`config.mk`:
```
export PLATFORM = sky130hd
export DESIGN_NAME = standby_halt_stop_control
export DESIGN_NICKNAME = d
export VERILOG_FILES = /design/src/logic/standby_pkg.sv /design/src/logic/standby_halt_stop_control.sv
export SDC_FILE = /design/constraint.sdc
export NUM_CORES = 1
export LEC_CHECK = 0
export BUFFER_PORTS_ARGS = -buffer_cell sky130_fd_sc_hd__buf_2
export CAP_MARGIN = 0
export CELL_PAD_IN_SITES_DETAIL_PLACEMENT = 0
export CELL_PAD_IN_SITES_GLOBAL_PLACEMENT = 1
export CORE_MARGIN = 2
export CORE_UTILIZATION = 35
export CTS_CLUSTER_DIAMETER = 120
export DETAILED_ROUTE_END_ITERATION = 10
export PLACE_DENSITY_LB_ADDON = 0.1
export SLEW_MARGIN = 15
export SYNTH_ARGS = -nofsm -noshare
export SYNTH_HDL_FRONTEND = slang
export SYNTH_SLANG_ARGS = --single-unit
```
`constraint.sdc`:
```
create_clock -name i_clk -period 3 [get_ports i_clk]
set_clock_uncertainty 0.05 [all_clocks]
set_input_delay 0.45 -clock i_clk [delete_from_list [all_inputs] [get_ports i_clk]]
set_output_delay 0.45 -clock i_clk [all_outputs]
set_load 0.05 [all_outputs]
```
`src/logic/standby_pkg.sv`:
```
package standby_pkg;

   // Standby modes of the controller.
   typedef enum logic [1:0] {
      ST_RUN = 2'b00,
      ST_HALT = 2'b01,
      ST_STOP = 2'b10,
      ST_SETTLE = 2'b11
   } mode_t;

   // Resume action reported to the core.
   typedef enum logic [1:0] {
      WAKE_NONE = 2'b00,
      WAKE_NEXT = 2'b01,
      WAKE_SERVICE = 2'b10,
      WAKE_RESET = 2'b11
   } wake_t;

   // Peripheral run enables during standby.
   typedef struct packed {
      logic inv_timer;
      logic updown_cnt;
      logic timer16;
      logic buzzer;
      logic adc;
      logic muldiv;
      logic timer_a;
      logic timer_b;
      logic timer_h;
      logic async_serial_channel;
      logic clocked_serial_channel;
      logic rto;
      logic wdt;
      logic always_on;
   } periph_en_t;

   // APB register byte offsets.
   localparam logic [7:0] ADDR_CTRL = 8'h00;
   localparam logic [7:0] ADDR_CFG = 8'h04;
   localparam logic [7:0] ADDR_STATUS = 8'h08;

   // Field positions in the config register.
   localparam int CFG_OSC_SETTLE_TIME_SELECT_LSB = 0;
   localparam int CFG_TA_EXT = 3;
   localparam int CFG_TB_EXT = 4;
   localparam int CFG_TH_FROM_A = 5;
   localparam int CFG_UART_FROM_A = 6;
   localparam int CFG_CSI_EXT = 7;
   localparam int CFG_RTO_TB = 8;
   localparam int CFG_RTO_EXT = 9;
   localparam int CFG_OSC_LOCKED = 10;

   // Reset values.
   localparam logic [10:0] CFG_RESET = 11'h405;
   localparam logic [2:0] OSC_SETTLE_TIME_SELECT_RESET = 3'h5;

   // Settle counts per select code, in clock cycles.
   localparam int SETTLE_BASE_LOG2 = 4;

endpackage : standby_pkg

```
`src/logic/standby_halt_stop_control.sv`:
```
// Implementation choices: the register offsets and the APB slave port.
`timescale 1ns/1ps
module standby_halt_stop_control #(
   parameter int N_IRQ = 8
) (
   input wire logic i_clk,
   input wire logic i_arst_n,
   input wire logic i_ext_reset_n,
   input wire logic i_halt_instr,
   input wire logic i_stop_instr,
   input wire logic [N_IRQ-1:0] i_irq_flag,
   input wire logic [N_IRQ-1:0] i_irq_mask_flag,
   input wire logic [N_IRQ-1:0] i_irq_priority_flag,
   input wire logic i_nmi,
   input wire logic i_global_irq_enable,
   input wire logic i_in_service_priority_flag,
   input wire logic i_psel,
   input wire logic i_penable,
   input wire logic i_pwrite,
   input wire logic [7:0] i_paddr,
   input wire logic [31:0] i_pwdata,
   output logic [31:0] o_prdata,
   output logic o_pready,
   output logic o_pslverr,
   output logic o_cpu_clk_en,
   output logic o_port_hold,
   output logic o_core_reset,
   output logic [1:0] o_wake_action,
   output logic o_wake_pulse,
   output standby_pkg::periph_en_t o_periph_en
);

   // The request vectors are reduced with plain OR trees, so a zero-wide vector cannot be served.
   if (N_IRQ < 1 || N_IRQ > 32) begin : g_bad_width
      $error("N_IRQ must be 1 to 32");
   end

   // Pin-side reset goes through two flops before use.
   logic rst_meta_ff;
   logic rst_sync_ff;
   always_ff @(posedge i_clk or negedge i_arst_n) begin
      if (!i_arst_n) begin
         rst_meta_ff <= 1'b1;
         rst_sync_ff <= 1'b1;
      end else begin
         rst_meta_ff <= i_ext_reset_n;
         rst_sync_ff <= rst_meta_ff;
      end
   end
   logic ext_rst;
   assign ext_rst = !rst_sync_ff;

   // Wake qualification: any pending unmasked flag wakes the core.
   logic [N_IRQ-1:0] pend;
   logic wake_req;
   logic hi_pend;
   logic svc_ok;
   always_comb begin
      pend = i_irq_flag & ~i_irq_mask_flag;
      wake_req = |pend;
      hi_pend = |(pend & ~i_irq_priority_flag);
      // High priority needs only the enable; low priority needs the in-service flag too.
      svc_ok = i_global_irq_enable && (hi_pend || i_in_service_priority_flag);
   end

   // Register file: control pulse, config, status.
   logic [10:0] cfg_ff;
   logic [10:0] nxt_cfg;
   logic [31:0] prdata_ff;
   logic [31:0] nxt_prdata;
   logic pready_ff;
   logic nxt_pready;
   logic pslverr_ff;
   logic nxt_pslverr;
   logic sw_stop;
   logic setup;
   logic commit;
   standby_pkg::mode_t mode_ff;
   standby_pkg::mode_t nxt_mode;
   standby_pkg::wake_t pend_act_ff;
   standby_pkg::wake_t nxt_pend_act;

   // One wait state: the answer comes the cycle after the access phase starts. Writes land only at
   // the edge where the master sees pready high, so an access abandoned early changes nothing.
   always_comb begin
      setup = i_psel && i_penable && !pready_ff;
      commit = i_psel && i_penable && pready_ff && i_pwrite;
      nxt_cfg = cfg_ff;
      nxt_prdata = prdata_ff;
      nxt_pready = setup;
      nxt_pslverr = 1'b0;
      sw_stop = commit && (i_paddr == standby_pkg::ADDR_CTRL) && i_pwdata[0];
      if (commit && (i_paddr == standby_pkg::ADDR_CFG)) begin
         nxt_cfg = i_pwdata[10:0];
      end
      if (setup) begin
         unique case (i_paddr)
            standby_pkg::ADDR_CTRL: begin
               nxt_prdata = 32'h0000_0000;
            end
            standby_pkg::ADDR_CFG: begin
               nxt_prdata = {21'h000000, cfg_ff};
            end
            standby_pkg::ADDR_STATUS: begin
               nxt_prdata = {28'h0000000, pend_act_ff, mode_ff};
            end
            default: begin
               nxt_prdata = 32'h0000_0000;
               nxt_pslverr = 1'b1;
            end
         endcase
      end
   end

   always_ff @(posedge i_clk or negedge i_arst_n) begin
      if (!i_arst_n) begin
         cfg_ff <= standby_pkg::CFG_RESET;
         prdata_ff <= 32'h0000_0000;
         pready_ff <= 1'b0;
         pslverr_ff <= 1'b0;
      end else begin
         cfg_ff <= nxt_cfg;
         prdata_ff <= nxt_prdata;
         pready_ff <= nxt_pready;
         pslverr_ff <= nxt_pslverr;
      end
   end

   // Settle length doubles per select step, from 16 up to 2048 cycles.
   logic [11:0] settle_len;
   always_comb begin
      settle_len = 12'(1 << (standby_pkg::SETTLE_BASE_LOG2 + int'(cfg_ff[2:0])));
   end

   // Standby sequencer.
   logic [11:0] cnt_ff;
   logic [11:0] nxt_cnt;
   logic wake_ff;
   logic nxt_wake;
   logic [1:0] act_ff;
   logic [1:0] nxt_act;
   logic core_rst_ff;
   logic nxt_core_rst;
   logic stop_go;
   always_comb begin
      stop_go = i_stop_instr || sw_stop;
      nxt_mode = mode_ff;
      nxt_cnt = cnt_ff;
      nxt_pend_act = pend_act_ff;
      nxt_wake = 1'b0;
      nxt_act = act_ff;
      nxt_core_rst = ext_rst;
      unique case (mode_ff)
         standby_pkg::ST_RUN: begin
            if (stop_go && !ext_rst) begin
               if (wake_req || i_nmi) begin
                  // Pending request: fall back to HALT-like settle wait.
                  nxt_mode = standby_pkg::ST_SETTLE;
                  nxt_cnt = settle_len;
                  nxt_pend_act = (i_nmi || svc_ok) ? standby_pkg::WAKE_SERVICE : standby_pkg::WAKE_NEXT;
               end else begin
                  nxt_mode = standby_pkg::ST_STOP;
               end
            end else if (i_halt_instr && !ext_rst) begin
               nxt_mode = standby_pkg::ST_HALT;
            end
         end
         standby_pkg::ST_HALT: begin
            if (ext_rst) begin
               nxt_mode = standby_pkg::ST_RUN;
               nxt_wake = 1'b1;
               nxt_act = standby_pkg::WAKE_RESET;
            end else if (i_nmi || wake_req) begin
               nxt_mode = standby_pkg::ST_RUN;
               nxt_wake = 1'b1;
               nxt_act = (i_nmi || svc_ok) ? standby_pkg::WAKE_SERVICE : standby_pkg::WAKE_NEXT;
            end
         end
         standby_pkg::ST_STOP: begin
            // Reset holds the core while the oscillator settles.
            if (ext_rst) begin
               nxt_mode = standby_pkg::ST_SETTLE;
               nxt_cnt = settle_len;
               nxt_pend_act = standby_pkg::WAKE_RESET;
            end else if (i_nmi) begin
               nxt_mode = standby_pkg::ST_SETTLE;
               nxt_cnt = settle_len;
               nxt_pend_act = standby_pkg::WAKE_SERVICE;
            end else if (wake_req) begin
               nxt_mode = standby_pkg::ST_SETTLE;
               nxt_cnt = settle_len;
               nxt_pend_act = svc_ok ? standby_pkg::WAKE_SERVICE : standby_pkg::WAKE_NEXT;
            end
         end
         standby_pkg::ST_SETTLE: begin
            nxt_core_rst = ext_rst || (pend_act_ff == standby_pkg::WAKE_RESET);
            if (cnt_ff <= 12'h001) begin
               nxt_mode = standby_pkg::ST_RUN;
               nxt_cnt = 12'h000;
               nxt_wake = 1'b1;
               nxt_act = pend_act_ff;
               nxt_pend_act = standby_pkg::WAKE_NONE;
            end else begin
               nxt_cnt = cnt_ff - 12'h001;
            end
         end
      endcase
   end

   always_ff @(posedge i_clk or negedge i_arst_n) begin
      if (!i_arst_n) begin
         mode_ff <= standby_pkg::ST_RUN;
         cnt_ff <= 12'h000;
         pend_act_ff <= standby_pkg::WAKE_NONE;
         wake_ff <= 1'b0;
         act_ff <= standby_pkg::WAKE_NONE;
         core_rst_ff <= 1'b0;
      end else begin
         mode_ff <= nxt_mode;
         cnt_ff <= nxt_cnt;
         pend_act_ff <= nxt_pend_act;
         wake_ff <= nxt_wake;
         act_ff <= nxt_act;
         core_rst_ff <= nxt_core_rst;
      end
   end

   // Peripheral gating. In STOP only externally clocked paths, the always-on block and, with CFG_OSC_LOCKED set, the watchdog keep running.
   standby_pkg::periph_en_t pen;
   standby_pkg::periph_en_t pen_ff;
   logic in_stop;
   logic ta_run;
   logic tb_run;
   always_comb begin
      in_stop = (mode_ff == standby_pkg::ST_STOP);
      ta_run = !in_stop || cfg_ff[standby_pkg::CFG_TA_EXT];
      tb_run = !in_stop || cfg_ff[standby_pkg::CFG_TB_EXT];
      pen.inv_timer = !in_stop;
      pen.updown_cnt = !in_stop;
      pen.timer16 = !in_stop;
      pen.buzzer = !in_stop;
      pen.adc = !in_stop;
      pen.muldiv = !in_stop;
      pen.always_on = 1'b1;
      pen.timer_a = ta_run;
      pen.timer_b = tb_run;
      pen.timer_h = !in_stop || (cfg_ff[standby_pkg::CFG_TH_FROM_A] && ta_run);
      pen.async_serial_channel = !in_stop || (cfg_ff[standby_pkg::CFG_UART_FROM_A] && ta_run);
      pen.clocked_serial_channel = !in_stop || cfg_ff[standby_pkg::CFG_CSI_EXT];
      pen.rto = !in_stop || (cfg_ff[standby_pkg::CFG_RTO_TB] && tb_run)
         || cfg_ff[standby_pkg::CFG_RTO_EXT];
      pen.wdt = !in_stop || cfg_ff[standby_pkg::CFG_OSC_LOCKED];
   end

   always_ff @(posedge i_clk or negedge i_arst_n) begin
      if (!i_arst_n) begin
         pen_ff <= '1;
      end else begin
         pen_ff <= pen;
      end
   end

   // Port hold and core clock enable follow the next mode, so they line up with the mode register.
   logic in_stop_ff;
   logic cpu_en_ff;
   logic nxt_hold;
   logic nxt_cpu_en;
   always_comb begin
      nxt_hold = (nxt_mode == standby_pkg::ST_STOP);
      nxt_cpu_en = (nxt_mode == standby_pkg::ST_RUN);
   end

   always_ff @(posedge i_clk or negedge i_arst_n) begin
      if (!i_arst_n) begin
         in_stop_ff <= 1'b0;
         cpu_en_ff <= 1'b1;
      end else begin
         in_stop_ff <= nxt_hold;
         cpu_en_ff <= nxt_cpu_en;
      end
   end

   // Outputs, all from flops.
   assign o_prdata = prdata_ff;
   assign o_pready = pready_ff;
   assign o_pslverr = pslverr_ff;
   assign o_cpu_clk_en = cpu_en_ff;
   assign o_port_hold = in_stop_ff;
   assign o_core_reset = core_rst_ff;
   assign o_wake_action = act_ff;
   assign o_wake_pulse = wake_ff;
   assign o_periph_en = pen_ff;

   property p_stop_entry;
      @(posedge i_clk) disable iff (!i_arst_n)
      (mode_ff == standby_pkg::ST_RUN && i_stop_instr && !ext_rst && !wake_req && !i_nmi)
         |=> (mode_ff == standby_pkg::ST_STOP);
   endproperty
   a_stop_entry: assert property (p_stop_entry) else $error("stop not entered");

   property p_pending_settle;
      @(posedge i_clk) disable iff (!i_arst_n)
      (mode_ff == standby_pkg::ST_RUN && i_stop_instr && !ext_rst && wake_req)
         |=> (mode_ff == standby_pkg::ST_SETTLE);
   endproperty
   a_pending_settle: assert property (p_pending_settle) else $error("pending stop not settling");

   property p_masked_hold;
      @(posedge i_clk) disable iff (!i_arst_n)
      (mode_ff == standby_pkg::ST_STOP && !wake_req && !i_nmi && !ext_rst) |=> (mode_ff == standby_pkg::ST_STOP);
   endproperty
   a_masked_hold: assert property (p_masked_hold) else $error("stop left without source");

   property p_nmi_service;
      @(posedge i_clk) disable iff (!i_arst_n)
      (mode_ff == standby_pkg::ST_STOP && i_nmi && !ext_rst)
         |=> (pend_act_ff == standby_pkg::WAKE_SERVICE);
   endproperty
   a_nmi_service: assert property (p_nmi_service) else $error("nmi not serviced");

   property p_halt_reset;
      @(posedge i_clk) disable iff (!i_arst_n)
      (mode_ff == standby_pkg::ST_HALT && ext_rst) |=> (o_wake_action == standby_pkg::WAKE_RESET && o_wake_pulse);
   endproperty
   a_halt_reset: assert property (p_halt_reset) else $error("halt reset missed");

   property p_halt_next;
      @(posedge i_clk) disable iff (!i_arst_n)
      (mode_ff == standby_pkg::ST_HALT && !ext_rst && !i_nmi && wake_req && !i_global_irq_enable)
         |=> (o_wake_action == standby_pkg::WAKE_NEXT);
   endproperty
   a_halt_next: assert property (p_halt_next) else $error("disabled wake not next");

   property p_wdt_gate;
      @(posedge i_clk) disable iff (!i_arst_n)
      (in_stop && !cfg_ff[standby_pkg::CFG_OSC_LOCKED]) |=> !o_periph_en.wdt;
   endproperty
   a_wdt_gate: assert property (p_wdt_gate) else $error("watchdog ran in stop");

   property p_adc_gate;
      @(posedge i_clk) disable iff (!i_arst_n)
      in_stop |=> (!o_periph_en.adc && o_periph_en.always_on);
   endproperty
   a_adc_gate: assert property (p_adc_gate) else $error("fixed peripheral ran in stop");

endmodule : standby_halt_stop_control

```
==> impl_metrics.csv, run 1 <==
group,metric,value,unit
final_layout,syn_to_final_growth,17.6,%
final_layout,fin_nets,477,
global_routing,grt_pass1_wl,12100,um
sta,worstMarginPinSlew,711,ps
floorplanning,die_area,0.00941,mm2
floorplanning,core-area,0.00830,mm2
logic_synthesis,ys_top_cells_by_area,"dfrtp_1 35%, dfstp_2 12%, buf_4 6.7%",
sta,min_period,2650,ps
logic_synthesis,yosys.area.top_type,"dfrtp_1",
logic_synthesis,netlist_instances,320,
final_layout,design_area,0.00356,mm2
global_routing,grt_use_met1,0.229,
routing,dr_total_vias,2505,
floorplanning,dieHeight,97.0,um
global_routing,overflow,0,
worst_setup_path,worst_setup_path_end_kind,"flop",
logic_synthesis,ys.flop_type,"dfrtp_1",
final_layout,layout.cells.non_filler,506,
logic_synthesis,synth_edf_count,0,
clock_network,postCtsHoldBufs,0,
final_layout,fin_util,0.429,
global_routing,gr-usage-met3,0.0303,
sta,timing.hold.ws,123,ps
place,hpwl,5300,um
sta,finalSetupViolCount,0,
sta,setup_ws,348,ps
floorplanning,row_count,33,
final_layout,diodes,0,
power_and_ir_drop,peakVddDrop,0.000260,V
flow_run,cap_violations,0,
global_routing,grtUsageMet2,0.243,
sta,fmax,377,MHz
logic_synthesis,synth_area,0.00303,mm2
global_routing,antenna_found_initial,0,
routing,wl,7170,um
clock_network,path_clk_slew,110,ps
place,io_buffers,85,
sta,hold_viol,0,
power_and_ir_drop,power,2.88,mW
power_and_ir_drop,p_per_area,810,mW/mm2
logic_synthesis,yosysWarnings,0,
routing,avgRoutedWirePerCell,14.2,um
worst_setup_path,startpoint_type,"flop",
worst_setup_path,cp_max_fo,19,
place,routabilityCongestion,0.787,
floorplanning,ioPinCount,129,
floorplanning,initial_core_util,0.365,
sta,drv_slew,0,
clock_network,cts_buffers,5,
sta,setup_tns,0,ps
place,pre_cts_ws,225,ps
worst_setup_path,worstPathRequired,3160,ps
place,place_area,0.00347,mm2
clock_network,post_cts_resized,0,
place,post-place-cells,498,
sta,rsz0062_at_grt,"false",
logic_synthesis,synth_top_area_frac,0.347,
worst_setup_path,crit_type,"reg -> reg",
routing,via_per_inst,4.95,
clock_network,cts_sinks,56,
routing,drc,0,
logic_synthesis,avgSynthCellArea,9.46,um2
routing,drt_iter0_markers,121,
clock_network,htreeDepth,2,
logic_synthesis,ys_ff_latch,56,
clock_network,ctsLongestPathBuffers,2,
sta,fin_crit_sh,0.884,
logic_synthesis,synth.top_cells.by_count,"42 x dfrtp_1, 38 x nand2_1, 27 x buf_4, 18 x nor2_1, 14 x dfstp_2",
worst_setup_path,cp.arrival,2810,ps
worst_setup_path,r2r_slack,350,ps
logic_synthesis,ys_seq_area_frac,0.469,
global_routing,grt_pass1_vias,2391,
global_routing,grt_max_degree,33,
hold_path,hold_class,"in -> async",
power_and_ir_drop,p_leak,1.67,nW
clock_network,cts_tree,"built",
sta,slew_headroom,0.526,
logic_synthesis,synth_cell_type_count,54,
routing,dr.pass1.iters,4,
clock_network,cts_root_buf,"clkbuf_8",
logic_synthesis,yosys.cell_count.top_type,"dfrtp_1",
global_routing,busiest_layer,"met2",
outcome,run_status,"finished clean",
routing,final_antenna_net_count,0,
clock_network,postCtsSetupBuffers,0,
final_layout,layout-drive-gt1-share,0.339,
logic_synthesis,async_reset_ff_frac,1.00,
global_routing,grt_usage,0.158,
clock_network,clk_latency,310,ps
floorplanning,fp.dieW,97.0,um
-- worst max-delay path, cell delays in order, from the launching register on --
cell and delay [ps]:
dfrtp_1 470, or4_1 560, or4b_4 590, and2_4 250
or3_4 380, a22o_1 230
-- flip-flops by register name, summed over array words and instances (netlist names) --
name,count
o_pready,1
o_pslverr,1
rst_sync_ff,1
cfg_ff,11
mode_ff,2
o_wake_action,2
o_cpu_clk_en,1
rst_meta_ff,1
cnt_ff,12
pend_act_ff,2
o_prdata,11
o_periph_en,8
o_port_hold,1
o_wake_pulse,1
o_core_reset,1
-- placed cells by master, fill, tap and decap left out, drive strengths merged, types with 10 or more instances in the layout --
master,n
o21ai,12
nand3,10
nor2,18
dfstp,14
nand2,38
mux2,12
dfrtp,42
conb,22
a21oi,10
inv,14
nand2b,13
buf,93
-- routing by layer --
metal	wire, um	up-vias	share of wire
met5	0	-	0
met4	41	0	0.0057
met3	467	2	0.065
met2	3150	104	0.44
met1	3510	1146	0.49
li1	-	1253	-
-- layout make-up --
class	count	area (um2)
fill	827	4740
sequential	56	1420
multi-input combinational	231	1380
timing repair buffer	93	485
tap	105	131
clock buffer	5	68.8
inverter	13	48.8
clock inverter	3	25.0
-- final timing paths --
| path | start | to | cells after the start |
|---|---|---|---|
| max in group asynchronous | i_arst_n | o_cpu_clk_en$_DFF_PN1_ | 2 |
| min in group i_clk | i_ext_reset_n | rst_meta_ff$_DFF_PN1_ | 1 |
| hold reg to reg | rst_meta_ff$_DFF_PN1_ | rst_sync_ff$_DFF_PN1_ | 0 |
| hold / removal | i_arst_n | cnt_ff[7]$_DFFE_PN0P_ | 1 |
| setup / recovery | cnt_ff[6]$_DFFE_PN0P_ | pend_act_ff[1]$_DFFE_PN0P_ | 5 |
| setup reg to reg | cnt_ff[6]$_DFFE_PN0P_ | pend_act_ff[1]$_DFFE_PN0P_ | 5 |
-- kinds of logic (layout without fill, tap and decap cells) --
| logic type | count (synthesis) | after routing | share of synthesized area |
|---|---|---|---|
| AO/OA/AOI/OAI | 64 | 64 | 0.143 |
| buffers and inverters | 53 | 114 | 0.102 |
| adder cells (fa/ha/maj) | 2 | 2 | 0.00827 |
| flip-flops | 56 | 56 | 0.469 |
| multiplexers | 12 | 12 | 0.0446 |
| AND/OR/NAND/NOR | 131 | 131 | 0.231 |
| other | 2 | 22 | 0.00248 |
-- power breakdown --
group	total, mW	switching, mW	internal (mW)
Clock	0.442	0.271	0.171
Sequential	1.10	0.153	0.943
Combinational	1.34	0.938	0.406
No activity file was read; power rests on OpenSTA's default activity.
==> inputs of run 2 (changes only) <==
--- a/config.mk
+++ b/config.mk
@@ -14,6 +14,7 @@
 export CTS_CLUSTER_DIAMETER = 120
 export DETAILED_ROUTE_END_ITERATION = 10
 export PLACE_DENSITY_LB_ADDON = 0.1
+export REMOVE_ABC_BUFFERS = 1
 export SLEW_MARGIN = 15
 export SYNTH_ARGS = -nofsm -noshare
 export SYNTH_HDL_FRONTEND = slang
==> run 2 against run 1 <==
Utilization did not move. Wire length fell by 1.8%. Global-route usage fell by 0.23 points. Non-clock buffer count did not move. Clock power fell by 2%. Cell area did not move. Total power fell by 0.64%. Cell count did not move. Fmax rose by 0.91%. Register-to-register slack improved by 20 ps. Critical path type unchanged. Largest cell class unchanged.
==> impl_metrics.csv, run 2 (synthesis results as in run 1) <==
group,metric,value,unit
worst_setup_path,cp.arrival,2780,ps
routing,dr_total_vias,2487,
final_layout,design_area,0.00356,mm2
clock_network,cts_buffers,5,
worst_setup_path,r2r-start,"cnt_ff[6]$_DFFE_PN0P_",
worst_setup_path,crit_chain,"or4_1, or4b_4, and2_4, or3_4, a22o_1",
worst_setup_path,ff2ff_path_depth,5,
final_layout,register_area,0.00142,mm2
worst_setup_path,crit_type,"reg -> reg",
place,place_area,0.00347,mm2
global_routing,grt_pass1_wl,12100,um
worst_setup_path,crit_path_end,"pend_act_ff[1]$_DFFE_PN0P_",
floorplanning,initial_core_util,0.365,
clock_network,clk_latency,310,ps
final_layout,layout.cells.non_filler,506,
final_layout,syn_to_final_growth,17.6,%
clock_network,ctsLongestPathBuffers,2,
final_layout,multi_input_area,0.00138,mm2
global_routing,grtUsageMet2,0.247,
floorplanning,die_area,0.00941,mm2
power_and_ir_drop,peakVddDrop,0.000475,V
power_and_ir_drop,p_leak,1.67,nW
worst_setup_path,worstPathRequired,3160,ps
floorplanning,row_count,33,
worst_setup_path,max_stage_delay,590,ps
final_layout,largest_register_ffs,12,
worst_setup_path,critPathLaunch,"cnt_ff[6]$_DFFE_PN0P_",
sta,finalSetupViolCount,0,
worst_setup_path,cp.depth,5,
power_and_ir_drop,p_per_area,805,mW/mm2
global_routing,gr-usage-met3,0.0311,
worst_setup_path,startpoint_type,"flop",
floorplanning,core-area,0.00830,mm2
place,routabilityCongestion,0.764,
final_layout,layout-drive-gt1-share,0.339,
worst_setup_path,cp_num_buf_inv,0,
floorplanning,dieHeight,97.0,um
routing,drc,0,
global_routing,grt_pass1_vias,2433,
worst_setup_path,r2r_end,"pend_act_ff[1]$_DFFE_PN0P_",
place,hpwl,5310,um
final_layout,mostFrequentLayoutCells,"85 x buf_2, 42 x dfrtp_1, 38 x nand2_1",
floorplanning,ioPinCount,129,
final_layout,layout_commonest_cell,"buf_2",
clock_network,htreeDepth,2,
clock_network,cts_tree,"built",
global_routing,busiest_layer,"met2",
clock_network,postCtsHoldBufs,0,
sta,worstMarginPinSlew,687,ps
sta,min_period,2630,ps
final_layout,fillCellCount,850,
global_routing,antenna_found_initial,0,
routing,dr.pass1.iters,4,
routing,drt_iter0_markers,132,
final_layout,fin_nets,477,
sta,rsz0062_at_grt,"false",
routing,via_per_inst,4.92,
outcome,run_status,"finished clean",
clock_network,post_cts_resized,0,
global_routing,overflow,0,
floorplanning,fp.dieW,97.0,um
global_routing,grt_max_degree,31,
clock_network,path_clk_slew,100,ps
hold_path,hold_class,"in -> async",
worst_setup_path,r2r_slack,370,ps
place,pre_cts_ws,351,ps
routing,final_antenna_net_count,0,
final_layout,largest_register,"cnt_ff",
sta,slew_headroom,0.538,
clock_network,cts_sinks,56,
flow_run,cap_violations,0,
place,post-place-cells,498,
global_routing,grt_usage,0.156,
sta,fin_crit_sh,0.876,
worst_setup_path,worst_setup_path_end_kind,"flop",
worst_setup_path,path_delay_family,"simple AND/OR/NAND/NOR gates",
final_layout,fin_util,0.429,
final_layout,diodes,0,
routing,wl,7040,um
routing,avgRoutedWirePerCell,13.9,um
worst_setup_path,cp_slowest_cell,"or4b_4",
sta,hold_viol,0,
worst_setup_path,cp_max_fo,19,
global_routing,grt_use_met1,0.222,
place,io_buffers,85,
clock_network,postCtsSetupBuffers,0,
clock_network,cts_root_buf,"clkbuf_8",
sta,drv_slew,0,
sta,fmax,380,MHz
sta,setup_ws,372,ps
[run 2: cell counts in the layout (fill, tap and decap cells not counted)]
No cell type changed its count.
[run 2: how the worst min path moves through the flow]
stage | start | endpoint | slack [ps]
after global placement | rst_meta_ff$_DFF_PN1_ | rst_sync_ff$_DFF_PN1_ | 300
after detailed placement | rst_meta_ff$_DFF_PN1_ | rst_sync_ff$_DFF_PN1_ | 300
final | i_arst_n | o_pslverr$_DFF_PN0_ | 120
after global routing | i_ext_reset_n | rst_meta_ff$_DFF_PN1_ | 150
after floorplan | i_arst_n | cfg_ff[1]$_DFFE_PN0P_ | 100
after CTS | i_arst_n | o_prdata[2]$_DFFE_PN0P_ | 130
[run 2: layout make-up]
| type | instances | area share |
|---|---|---|
| tap | 105 | 0.0369 |
| sequential | 56 | 0.399 |
| inverter | 13 | 0.0137 |
| clock inverter | 3 | 0.00703 |
| timing repair buffer | 93 | 0.136 |
| multi-input combinational | 231 | 0.388 |
| clock buffer | 5 | 0.0193 |
[run 2: per-stage QoR]
stage	setup TNS [ps]	hold slack, ps	total power [mW]
finish	0	116	2.86
global route	0	153	3.09
CTS	0	129	2.91
detailed placement	0	298	2.46
global placement	0	297	2.46
floorplan	-189	104	2.08
[run 2: per-layer routing]
layer  wire length, um  part of all wire  up-vias
met2              3170              0.45       98
li1                  -                 -     1258
met1              3320              0.47     1129
met3               512             0.073        2
met4                38            0.0054        0
met5                 0                 0        -
[run 2: report_power, final]
| group | total (mW) | internal [mW] | leakage (nW) | switching (mW) |
|---|---|---|---|---|
| Combinational | 1.34 | 0.406 | 0.917 | 0.931 |
| Clock | 0.432 | 0.171 | 0.0452 | 0.261 |
| Sequential | 1.09 | 0.943 | 0.706 | 0.152 |
| Total | 2.86 | 1.52 | 1.67 | 1.34 |
